--- src/hdl/sepi_map.vh ---
`ifndef SEPI_MAP_VH
`define SEPI_MAP_VH
// instruction codes, bit 3 is don't care
`define SEPI_OP_SET_LATCH  8'h06
`define SEPI_OP_WRDI       8'h04
`define SEPI_OP_RDSR       8'h05
`define SEPI_OP_STAT_WR    8'h01
`define SEPI_OP_READ       8'h03
`define SEPI_OP_WRITE      8'h02
`define SEPI_OP_MASK       8'hF7
// status register layout
`define SEPI_SR_LATCH_BIT  1
`define SEPI_SR_WIP_BIT    0
`define SEPI_SR_HIGH_ONES  4'hF
// phases
`define SEPI_PH_CMD        3'h0
`define SEPI_PH_ADDR       3'h1
`define SEPI_PH_WDATA      3'h2
`define SEPI_PH_RDATA      3'h3
`define SEPI_PH_SRDATA     3'h4
`define SEPI_PH_SRWR       3'h5
`define SEPI_PH_DEAD       3'h6
// write time
`define SEPI_T_WRITE_NS    4000000
`define SEPI_CLK_PERIOD_NS 4
`endif

--- src/hdl/sepi_core.v ---
//
// Behaviour
// - chip select high floats output, deselects
// - deselect gives standby unless write busy
// - sample input on rising clock, selected, unheld
// - change output only on falling clock
// - instruction, address, data decoded in order
// - write protect low clears write latch
// - write protect low blocks nonvolatile writes
// - hold pauses transfer, keeps progress
// - hold floats output, ignores clock, input
// - latch set only by enable; else reject
// - msb first opcode; invalid code ignored until deselect
//
`timescale 1ns/1ps
`include "sepi_map.vh"

module sepi_core #(
  parameter integer WRITE_CYCLES = `SEPI_T_WRITE_NS / `SEPI_CLK_PERIOD_NS,
  parameter integer AW           = 9
) (
  // clock and reset
  input  wire          sys_clk,
  input  wire          rst,
  // serial pins
  input  wire          cs_n,
  input  wire          sck,
  input  wire          si,
  input  wire          hold_n,
  input  wire          wp_n,
  output reg           so_q,
  output reg           so_oe_n_q,
  // array side
  output reg  [AW-1:0] mem_addr_q,
  output reg  [7:0]    mem_wdata_q,
  output reg           mem_we_q,
  input  wire [7:0]    mem_rdata,
  output reg  [1:0]    block_prot_q,
  // status
  output reg           write_enable_latch_bit_q,
  output reg           busy_q,
  output reg           standby_q
);

  // ***********************************************
  // input synchronisers
  // ***********************************************
  reg [4:0] meta_q;
  reg [4:0] sync_q;
  reg       sck_prev_q;
  always @(posedge sys_clk or posedge rst) begin
    if (rst) begin
      meta_q     <= 5'h13;
      sync_q     <= 5'h13;
      sck_prev_q <= 1'b0;
    end else begin
      meta_q     <= {cs_n, sck, si, hold_n, wp_n};
      sync_q     <= meta_q;
      sck_prev_q <= sync_q[3];
    end
  end
  wire cs_s   = sync_q[4];
  wire sck_s  = sync_q[3];
  wire si_s   = sync_q[2];
  wire hold_s = sync_q[1];
  wire wp_s   = sync_q[0];
  wire held   = ~hold_s;
  wire rise   = ~cs_s & ~held & sck_s & ~sck_prev_q;
  wire fall   = ~cs_s & ~held & ~sck_s & sck_prev_q;

  // ***********************************************
  // shifter and phases
  // ***********************************************
  reg [2:0]    ph_q;
  reg [2:0]    cnt_q;
  reg [7:0]    sh_q;
  reg [7:0]    op_q;
  reg [7:0]    obuf_q;
  reg          wr_pend_q;
  reg          sr_pend_q;
  reg [1:0]    sr_new_q;
  reg          go_q;
  reg          ld_q;
  reg          drv_q;
  reg [31:0]   wcnt_q;
  wire [7:0]   byte_in = {sh_q[6:0], si_s};
  wire         last    = (cnt_q == 3'h7);
  wire [7:0]   opm     = byte_in & `SEPI_OP_MASK;
  wire [7:0]   sr_val  = {`SEPI_SR_HIGH_ONES, block_prot_q,
                          write_enable_latch_bit_q, busy_q};

  always @(posedge sys_clk or posedge rst) begin
    if (rst) begin
      ph_q <= `SEPI_PH_CMD;
      cnt_q <= 3'h0;
      sh_q <= 8'h00;
      op_q <= 8'h00;
      obuf_q <= 8'h00;
      mem_addr_q <= {AW{1'b0}};
      mem_wdata_q <= 8'h00;
      mem_we_q <= 1'b0;
      wr_pend_q <= 1'b0;
      sr_pend_q <= 1'b0;
      sr_new_q <= 2'h0;
      go_q <= 1'b0;
      ld_q <= 1'b0;
      drv_q <= 1'b0;
      busy_q <= 1'b0;
      wcnt_q <= 32'h0;
      block_prot_q <= 2'h0;
      write_enable_latch_bit_q <= 1'b0;
      so_q <= 1'b0;
      so_oe_n_q <= 1'b1;
      standby_q <= 1'b1;
    end else begin
      mem_we_q <= 1'b0;
      go_q <= 1'b0;
      // read byte fetched once address settles
      ld_q <= rise & last & (((ph_q == `SEPI_PH_ADDR) & (op_q[1:0] == 2'h3)) |
                             (ph_q == `SEPI_PH_RDATA));
      standby_q <= cs_s & ~busy_q & ~go_q;
      if (cs_s) begin
        ph_q <= `SEPI_PH_CMD;
        cnt_q <= 3'h0;
        so_oe_n_q <= 1'b1;
        drv_q <= 1'b0;
        if ((wr_pend_q | sr_pend_q) & ~busy_q & ~go_q) begin
          go_q <= 1'b1;
        end
      end else if (held) begin
        so_oe_n_q <= 1'b1;
      end else if (fall) begin
        if (ph_q == `SEPI_PH_RDATA || ph_q == `SEPI_PH_SRDATA) begin
          so_q <= obuf_q[7];
          obuf_q <= {obuf_q[6:0], 1'b0};
          so_oe_n_q <= 1'b0;
          drv_q <= 1'b1;
        end else begin
          so_oe_n_q <= 1'b1;
          drv_q <= 1'b0;
        end
      end else if (rise) begin
        sh_q <= byte_in;
        cnt_q <= cnt_q + 3'h1;
        if (ph_q == `SEPI_PH_CMD && last) begin
          op_q <= byte_in;
          case (opm)
            `SEPI_OP_SET_LATCH: ph_q <= `SEPI_PH_DEAD;
            `SEPI_OP_WRDI: begin
              write_enable_latch_bit_q <= 1'b0;
              ph_q <= `SEPI_PH_DEAD;
            end
            `SEPI_OP_RDSR: begin
              obuf_q <= sr_val;
              ph_q <= `SEPI_PH_SRDATA;
            end
            `SEPI_OP_STAT_WR: ph_q <= `SEPI_PH_SRWR;
            `SEPI_OP_READ, `SEPI_OP_WRITE: ph_q <= `SEPI_PH_ADDR;
            default: ph_q <= `SEPI_PH_DEAD;
          endcase
        end else if (ph_q == `SEPI_PH_ADDR && last) begin
          mem_addr_q <= {op_q[3], byte_in};
          ph_q <= (op_q[1:0] == 2'h3) ? `SEPI_PH_RDATA : `SEPI_PH_WDATA;
        end else if (ph_q == `SEPI_PH_RDATA && last) begin
          mem_addr_q <= mem_addr_q + {{(AW-1){1'b0}}, 1'b1};
        end else if (ph_q == `SEPI_PH_SRDATA && last) begin
          obuf_q <= sr_val;
        end else if (ph_q == `SEPI_PH_WDATA && last) begin
          if (write_enable_latch_bit_q & wp_s & ~busy_q) begin
            mem_wdata_q <= byte_in;
            wr_pend_q <= 1'b1;
          end
          ph_q <= `SEPI_PH_DEAD;
        end else if (ph_q == `SEPI_PH_SRWR && last) begin
          if (write_enable_latch_bit_q & wp_s & ~busy_q) begin
            sr_new_q <= byte_in[3:2];
            sr_pend_q <= 1'b1;
          end
          ph_q <= `SEPI_PH_DEAD;
        end
      end else begin
        so_oe_n_q <= ~drv_q;
      end
      if (ld_q) begin
        obuf_q <= mem_rdata;
      end
      // latch set when the clock count is a multiple of 8
      if (cs_s && ph_q == `SEPI_PH_DEAD && cnt_q == 3'h0 &&
          (op_q & `SEPI_OP_MASK) == `SEPI_OP_SET_LATCH && ~busy_q) begin
        write_enable_latch_bit_q <= 1'b1;
        op_q <= 8'h00;
      end
      if (go_q) begin
        busy_q <= 1'b1;
        wcnt_q <= 32'h0;
        if (wr_pend_q) begin
          mem_we_q <= 1'b1;
        end
        if (sr_pend_q) begin
          block_prot_q <= sr_new_q;
        end
        wr_pend_q <= 1'b0;
        sr_pend_q <= 1'b0;
      end else if (busy_q) begin
        wcnt_q <= wcnt_q + 32'h1;
        if (wcnt_q == WRITE_CYCLES - 1) begin
          busy_q <= 1'b0;
          write_enable_latch_bit_q <= 1'b0;
        end
      end
      if (~wp_s) begin
        write_enable_latch_bit_q <= 1'b0;
      end
    end
  end

endmodule // sepi_core

--- config.mk ---
export PLATFORM = sky130hd
export DESIGN_NAME = sepi_core
export DESIGN_NICKNAME = d
export VERILOG_FILES = /design/src/hdl/sepi_core.v
export VERILOG_INCLUDE_DIRS = /design/src /design/src/hdl
export SDC_FILE = /design/constraint.sdc
export NUM_CORES = 1
export LEC_CHECK = 0
export CAP_MARGIN = 20
export CORE_AREA = 3 3 106 108
export CTS_BUF_LIST = sky130_fd_sc_hd__clkbuf_16
export CTS_CLUSTER_DIAMETER = 100
export DETAILED_ROUTE_END_ITERATION = 12
export DIE_AREA = 0 0 109 111
export DONT_BUFFER_PORTS = 1
export GPL_TIMING_DRIVEN = 0
export PLACE_DENSITY = 0.72
export SYNTH_ARGS = -nofsm -noshare
export SYNTH_HDL_FRONTEND = slang
export SYNTH_SLANG_ARGS = --single-unit
--- constraint.sdc ---
create_clock -name sys_clk -period 6 [get_ports sys_clk]
set_input_delay 1.5 -clock sys_clk [delete_from_list [all_inputs] [get_ports sys_clk]]
set_output_delay 1.5 -clock sys_clk [all_outputs]
set_load 0.005 [all_outputs]
Word level (Yosys, flattened, before mapping)
Cells that the tools add are included.
Word-level totals
  bits in registers: 104
  output and inout port bits: 25
Operators by class
  $add $sub $neg: 3
  eq/ne operators: 33
  mux-type cells: 86
  bitwise logic cells: 28
  reductions and logical operators: 44
Operators with widths (count)
  8-bit 2-to-1 mux: 17
  32-bit 2-to-1 mux: 2
  1-bit 2-to-1 mux: 50
  3-bit 2-to-1 mux: 14
  32-bit by 1-bit adder with 32-bit output (second input constant): 1
  32-bit by 20-bit == test with 1-bit output (second input constant): 1
  2-bit nonzero test: 14
  11-bit AND reduction: 2
  7-bit by 3-bit == test with 1-bit output (second input constant): 3
  10-bit AND reduction: 2
  9-bit 2-to-1 mux: 2
  4-bit != test (second input constant): 4
  1-bit AND: 14
  7-bit by 2-bit == test with 1-bit output (second input constant): 2
  3-bit == test (second input constant): 4
  2-bit != test (second input constant): 6
  1-bit inverter: 12
  6-bit AND reduction: 2
  1-bit logical AND: 10
  2-bit by 1-bit != test with 1-bit output (second input constant): 5
  9-bit by 1-bit adder with 9-bit output (second input constant): 1
  3-bit case mux with 3 select lines: 1
  4-bit by 3-bit != test with 1-bit output (second input constant): 2
  4-bit AND reduction: 2
  17 further kinds: 21

Depth between registers and ports, before layout
Gate-level depths: netlist (run 1).
  depth in word-level cells: 14
  depth in mapped cells: 8

Worst setup path before layout (run 1)
Ideal clock, no wire load.
  kind: register to register
  from: register cnt_q[0]
  to: register ph_q[2]
  library setup time: 0.118 ns
  arrival time: 1.985 ns
  required time: 5.882 ns
  path slack: 3.897 ns
  cell stages (with the launch flop): 8
  buffers on the path: 1
  period minus slack after synthesis: 2.103 ns
  cell sequence: dfrtp_1 > ha_1 > ha_1 > buf_2 > or4b_2 > nor4_1 > a2111oi_0 > a21o_1
On the way
  word-level cells in the longest chain between the ends: 11
  elaborated cells between the ends (all ways): 20
  classes of those cells: 3 x eq/ne; 9 x mux; 8 x reduce/logical
RTL lines
  start: declaration: RTL line sepi_core.v:75  | reg [2:0] cnt_q;
  start signal: assignment: RTL line sepi_core.v:144  | cnt_q <= cnt_q + 3'h1;
  3-bit == test *: RTL line sepi_core.v:87  | wire last = (cnt_q == 3'h7);
  1-bit logical AND: RTL line sepi_core.v:168  | end else if (ph_q == `SEPI_PH_WDATA && last) begin
  3-bit 2-to-1 mux: RTL line sepi_core.v:168
  3-bit 2-to-1 mux: RTL line sepi_core.v:166  | end else if (ph_q == `SEPI_PH_SRDATA && last) begin
  3-bit 2-to-1 mux: RTL line sepi_core.v:164  | end else if (ph_q == `SEPI_PH_RDATA && last) begin
  3-bit 2-to-1 mux: RTL line sepi_core.v:161  | end else if (ph_q == `SEPI_PH_ADDR && last) begin
  3-bit 2-to-1 mux: RTL line sepi_core.v:145  | if (ph_q == `SEPI_PH_CMD && last) begin
  3-bit 2-to-1 mux: RTL line sepi_core.v:142  | end else if (rise) begin
  3-bit 2-to-1 mux: RTL line sepi_core.v:132  | end else if (fall) begin
  3-bit 2-to-1 mux: RTL line sepi_core.v:130  | end else if (held) begin
  3-bit 2-to-1 mux: RTL line sepi_core.v:122  | if (cs_s) begin
  end signal: assignment: RTL line sepi_core.v:123  | ph_q <= `SEPI_PH_CMD;
  end signal: assignment: RTL line sepi_core.v:148  | `SEPI_OP_SET_LATCH: ph_q <= `SEPI_PH_DEAD;
  end signal: assignment: RTL line sepi_core.v:151  | ph_q <= `SEPI_PH_DEAD;
  end: declaration: RTL line sepi_core.v:74  | reg [2:0] ph_q;
Every way passes the cells marked *; elsewhere a longest branch is shown, timed or not. The select of a mux whose other input is x is not followed.
A chain may end at the register's enable or synchronous reset.

Worst setup path after layout (run 1)
  from: register so_oe_n_q
  to: output port so_oe_n_q
RTL lines
  start: declaration: RTL line sepi_core.v:32  | output reg so_oe_n_q,
  start signal: assignment: RTL line sepi_core.v:182  | so_oe_n_q <= ~drv_q;
No word-level cell between the ends.

==> results of run 1 <==
path summary, 6_finish.rpt:
| kind | start | end | slack, ns | cells after the start |
|---|---|---|---|---|
| setup / recovery | so_oe_n_q | so_oe_n_q | 3.60 | 0 |
| hold / removal | meta_q[2] | sync_q[2] | 0.35 | 0 |
| setup reg to reg | cnt_q[0] | ph_q[2] | 3.66 | 7 |
| hold reg to reg | meta_q[2] | sync_q[2] | 0.35 | 0 |
| max in group asynchronous | rst | standby_q | 4.22 | 2 |
| min in group asynchronous | rst | meta_q[2] | 1.06 | 1 |
registers in the layout, summed over array words and instances (netlist names), 2 cells and up:
name	cells
mem_wdata_q	8
op_q	8
mem_addr_q	9
sh_q	7
obuf_q	8
meta_q	5
block_prot_q	2
wcnt_q	32
sync_q	5
cnt_q	3
ph_q	3
sr_new_q	2
area by class of cell:
type	count	area (um2)
flip-flops and latches	104	2613
multi-input cells	335	2161
clock buffers	9	225.2
well taps	136	170.2
fillers	916	4907
repair buffers	1	27.53
inverters	15	58.81
plain buffers	30	116.4
clock inverters	6	45.04
placed cells by master (no fill, tap or decap), types with 9 or more instances in the layout:
cell        n
clkbuf_16   9
nand2_1    53
o31ai_1    13
a21oi_1    42
dfrtp_1    96
or4_1      13
clkbuf_1   25
nand4_1    14
o21ai_0    21
nand3_1    18
nor2_1     29
inv_1      14
mux2_2     26
power breakdown:
part | switching [mW] | internal [mW]
logic | 0.0496 | 0.0286
registers | 0.0225 | 0.725
clock network | 0.265 | 0.281
worst register-to-register path: stages, from the launching register on:
cell and delay [ns]:
dfrtp_1 0.39, ha_1 0.16, ha_1 0.14, buf_2 0.20
or4b_2 0.62, nor4_1 0.37, a2111oi_0 0.18, a21o_1 0.18
kinds of logic after synthesis:
logic type	count (synthesis)	synth area share, %
and+or+nand+nor	187	21.07
buffers and inverters	45	3.491
DFF	104	52.82
xor gates and xnor gates	11	1.948
AOI/OAI and AO/OA	100	12.27
adders and majority gates	5	1.265
muxes	32	7.134
cells in the mapped netlist (2+ instances only):
master | count | area, um2
xnor2_1 | 3 | 26.28
mux2_2 | 26 | 292.8
and2_1 | 2 | 12.51
nor3_1 | 7 | 35.03
o21a_1 | 2 | 15.01
a2bb2oi_1 | 2 | 17.52
a21oi_1 | 42 | 210.2
nor4_1 | 6 | 37.54
nand4bb_1 | 3 | 33.78
a31oi_1 | 4 | 25.02
nor2_1 | 29 | 108.9
xor2_1 | 8 | 70.07
and4b_1 | 2 | 20.02
dfrtp_1 | 96 | 2402
dfstp_2 | 8 | 210.2
or4b_2 | 2 | 20.02
nor2b_1 | 2 | 12.51
o21ai_0 | 21 | 105.1
and4_1 | 3 | 26.28
o32ai_1 | 3 | 26.28
nor4b_1 | 3 | 26.28
a2111oi_0 | 2 | 17.52
inv_1 | 15 | 56.30
or4_1 | 13 | 97.59
nand3_1 | 18 | 90.09
ha_1 | 5 | 62.56
nand2_1 | 53 | 198.9
mux2i_1 | 6 | 60.06
clkbuf_1 | 25 | 93.84
nand2b_1 | 2 | 12.51
and3b_1 | 2 | 17.52
nand4_1 | 14 | 87.58
nor4bb_1 | 3 | 30.03
buf_2 | 3 | 15.01
or3_1 | 8 | 50.05
a21o_1 | 2 | 15.01
buf_1 | 2 | 7.510
or4bb_1 | 2 | 22.52
and3_1 | 8 | 50.05
o31ai_1 | 13 | 97.59
per-layer routing:
layer / vias up / track usage, % / routed length (um)
met5: - / 0 / 0
met4: 0 / 5.892 / 135
met3: 12 / 4.019 / 601
met2: 125 / 28.79 / 4984
met1: 1905 / 25.71 / 4905
li1: 1796 / - / -
per-stage QoR:
step | util [%] | hold WS, ns | cell area (um2) | total power [mW]
final | 52.47 | 0.3536 | 5416 | 1.372
after global routing | 52.47 | 0.3610 | 5416 | 1.420
after CTS | 52.47 | 0.3565 | 5416 | 1.383
after detailed placement | 49.85 | 0.3403 | 5146 | 0.8391
after global placement | 49.56 | 0.3354 | 5116 | 0.8331
after floorplan | - | 0.3312 | 4946 | 0.8107
==> reports/results.ini, run 1 <==
[setup_path]
crit_path_max_fanout=2
arrival_ns=0.90
crit_required_ns=4.50
crit_type=reg -> out
start_kind=flop
endpoint_kind=primary output

[layout]
fin_nets=516
num_antenna_cells=0
area_growth_pct=9.512
drive_above_1_share_pct=12.00
layoutNonFillerInstCount=636

[pwr]
leakage_nw=2.361
power_density_mw_per_mm2=253.3
peakVddDrop_uv=167.9

[grt]
grt_pass1_wl_um=18000
grt_overflow=0
grt_pass1_vias=3768
grt_max_degree=67
track_usage_pct=18.51
antenna_found_initial=0

[sta]
slew_headroom_pct=59.09
skew_ns=0.01315
post-route-period-util_pct=40.03
rsz0062_at_grt=no
setup-violations-final=0
hold_viol_final=0
tightest_slew_ns=0.6136
final-max-slew-violation-count=0
fin_setup_tns_ns=0
max_freq_mhz=416.3
finalWorstSetupSlack_ns=3.598
fin_crit_ns=2.402

[clock_tree]
cts-buffers-inserted=9
clkSinkCount=104
clk_pin_slew_ns=0.07
cts_hold_buf=0
cts-resized-gates=0
root_buffer=clkbuf_16
cts_tree=built
cts_setup_buffers=0
clock_latency_ns=0.35
clockBufferDepth=2
cts-htree-levels=3

[yosys]
netlist_area_mm2=0.004946
yosysUniqueCellTypes=54
seq_area_frac_synth_pct=52.82
synth-edff-count=0
yosysWarnings=0
postSynthCellCount=484
ys_seq_elements=104
syn_area_per_cell_um2=10.22
ys_async_sr_fraction_pct=100.0
synth_nets=504
synth_ff_type=dfrtp_1

[drt]
dr.pass1.iters=5
vias=3838
drtIter0Drc=169
wire_per_inst_um=16.71
drc=0
drt-total-wl_um=10630
viasPerCell=6.035
ant_nets=0

[placement]
post-place-cells=621
io_buffers=0
globalplace.congestion=0.8881
place_hpwl_um=7457
dp_slack_ns=3.708

[die]
ios=40
chipHeight_um=111
core_mm2=0.01032
die_x_um=109
num_rows=37
start_util_pct=47.91
die_area_mm2=0.01210

[hold_path]
hold_path.class=reg -> reg

[flow_run]
max-cap-violations=0

[outcome]
outcome=finished clean

Note: power is estimated with default switching activity, not from simulation.
==> run 2: changes to the inputs <==
--- a/config.mk
+++ b/config.mk
@@ -14,7 +14,7 @@
 export DIE_AREA = 0 0 109 111
 export DONT_BUFFER_PORTS = 1
 export GPL_TIMING_DRIVEN = 0
-export PLACE_DENSITY = 0.72
+export PLACE_DENSITY = 0.74
 export SYNTH_ARGS = -nofsm -noshare
 export SYNTH_HDL_FRONTEND = slang
 export SYNTH_SLANG_ARGS = --single-unit
==> constraint.sdc (replaced) <==
create_clock -name sys_clk -period 1.95 [get_ports sys_clk]
set_input_delay 0.4875 -clock sys_clk [delete_from_list [all_inputs] [get_ports sys_clk]]
set_output_delay 0.4875 -clock sys_clk [all_outputs]
set_load 0.005 [all_outputs]
==> reports/results.ini, run 2 (synthesis results as in run 1) <==
[die]
die_x_um=109
chipHeight_um=111
die_area_mm2=0.01210
num_rows=37
ios=40
start_util_pct=47.91
core_mm2=0.01032

[grt]
grt_pass1_vias=3832
antenna_found_initial=0
grt_overflow=0
grt_util_met3_pct=2.970
grtUsageMet2_pct=31.20
grt_pass1_wl_um=19070
grt_max_degree=44
track_usage_pct=19.61
met1_usage_pct=27.08
globalRoute.busiestLayer=met2

[sta]
fin_crit_ns=1.998
slew_headroom_pct=46.61
tightest_slew_ns=0.7992
max_freq_mhz=500.5
hold_viol_final=0
skew_ns=0.01396
final-max-slew-violation-count=0
rsz0062_at_grt=yes
post-route-period-util_pct=102.5
fin_setup_tns_ns=-0.07903
setup-violations-final=2
finalWorstSetupSlack_ns=-0.04805

[layout]
layout_common_cells=dfrtp_1, nand2_1, a21oi_1
area_growth_pct=20.19
nFillCells=822
drive_above_1_share_pct=24.95
final_common_cell=dfrtp_1
largest_registers=wcnt_q x32, mem_addr_q x9
largest_register_ff_count=32
num_antenna_cells=0
fin_nets=544
regMostFlops=wcnt_q

[outcome]
violations=negative setup slack
outcome=complete, but fails checks

[drt]
ant_nets=0
drc=0
dr.pass1.iters=6
viasPerCell=6.194
vias=4119
drtIter0Drc=444
wire_per_inst_um=18.46
drt-total-wl_um=12280

[clock_tree]
cts_tree=built
clock_latency_ns=0.36
cts_hold_buf=0
cts-htree-levels=3
clk_pin_slew_ns=0.08
cts-buffers-inserted=9
root_buffer=clkbuf_16
clockBufferDepth=2
clkSinkCount=104

[setup_path]
crit_required_ns=2.23
endpoint_kind=flop
arrival_ns=2.27
start_kind=flop
crit_type=reg -> reg
crit_path_max_fanout=8

[pwr]
peakVddDrop_uv=390.8
power_density_mw_per_mm2=740.9
totalPowerFinal_mw=4.404
leakage_nw=2.604

[placement]
globalplace.congestion=0.8896
io_buffers=0
place_hpwl_um=7616

[flow_run]
max-cap-violations=0

[hold_path]
hold_path.class=in -> reg

-- run 2: repair_timing --
action                     in CTS  in global routing
setup endpoints to repair      46                 43
pin swaps                       5                 10
gates resized for setup        26                 40
buffers inserted               20                 13
cloned                          0                  1
-- run 2: power breakdown --
part	leakage [nW]	internal, mW	switching (mW)
Combinational	1.08	0.124	0.159
Clock	0.135	0.892	0.884
Sequential	1.39	2.23	0.114
Total	2.60	3.25	1.16
-- run 2: final timing paths --
check | cells past startpoint | startpoint | end | slack (ns)
setup reg to reg | 5 | wcnt_q[17] | wcnt_q[28] | -0.05
hold reg to reg | 0 | meta_q[3] | sync_q[3] | 0.35
hold / removal | 0 | hold_n | meta_q[1] | 0.12
min in group asynchronous | 1 | rst | obuf_q[2] | 0.13
max in group asynchronous | 3 | rst | sync_q[0] | 0.87
setup / recovery | 5 | wcnt_q[17] | wcnt_q[28] | -0.05
-- run 2: routing by layer --
layer	routed length (um)	share of wire, %
met1	5320	43
met2	5951	48
met3	730	5.9
met4	277	2.3
met5	0	0
-- run 2: critical path: stages (launching register included) --
cell and delay (ns):
dfrtp_1 0.41, nand4_1 0.19, or4_1 0.52, buf_4 0.18, or4_1 0.47, a21oi_1 0.15
-- run 2: stage by stage --
stage               instances  utilization (%)  worst slack [ns]  hold WS (ns)  instance area (um2)
floorplan                 484                -           0.08665        0.3312                 4962
global placement          620            49.72           -0.3311        0.3360                 5132
detailed placement        622            50.10           -0.3455        0.3363                 5172
CTS                       655            55.23         -0.004391        0.1104                 5702
global route              665            57.58           -0.1302        0.1035                 5944
finish                    665            57.58          -0.04805        0.1158                 5944
-- run 2: cell type report --
cell class                 instances  area (um2)  share of cell area (%)
inverter                          15       60.06                   1.010
multi-input combinational        335        2369                   39.84
clock inverter                     7       61.31                   1.031
buffer                            23       135.1                   2.273
sequential                       104        2619                   44.05
timing repair buffer              36       305.3                   5.136
tap                              136       170.2                   2.863
clock buffer                       9       225.2                   3.789
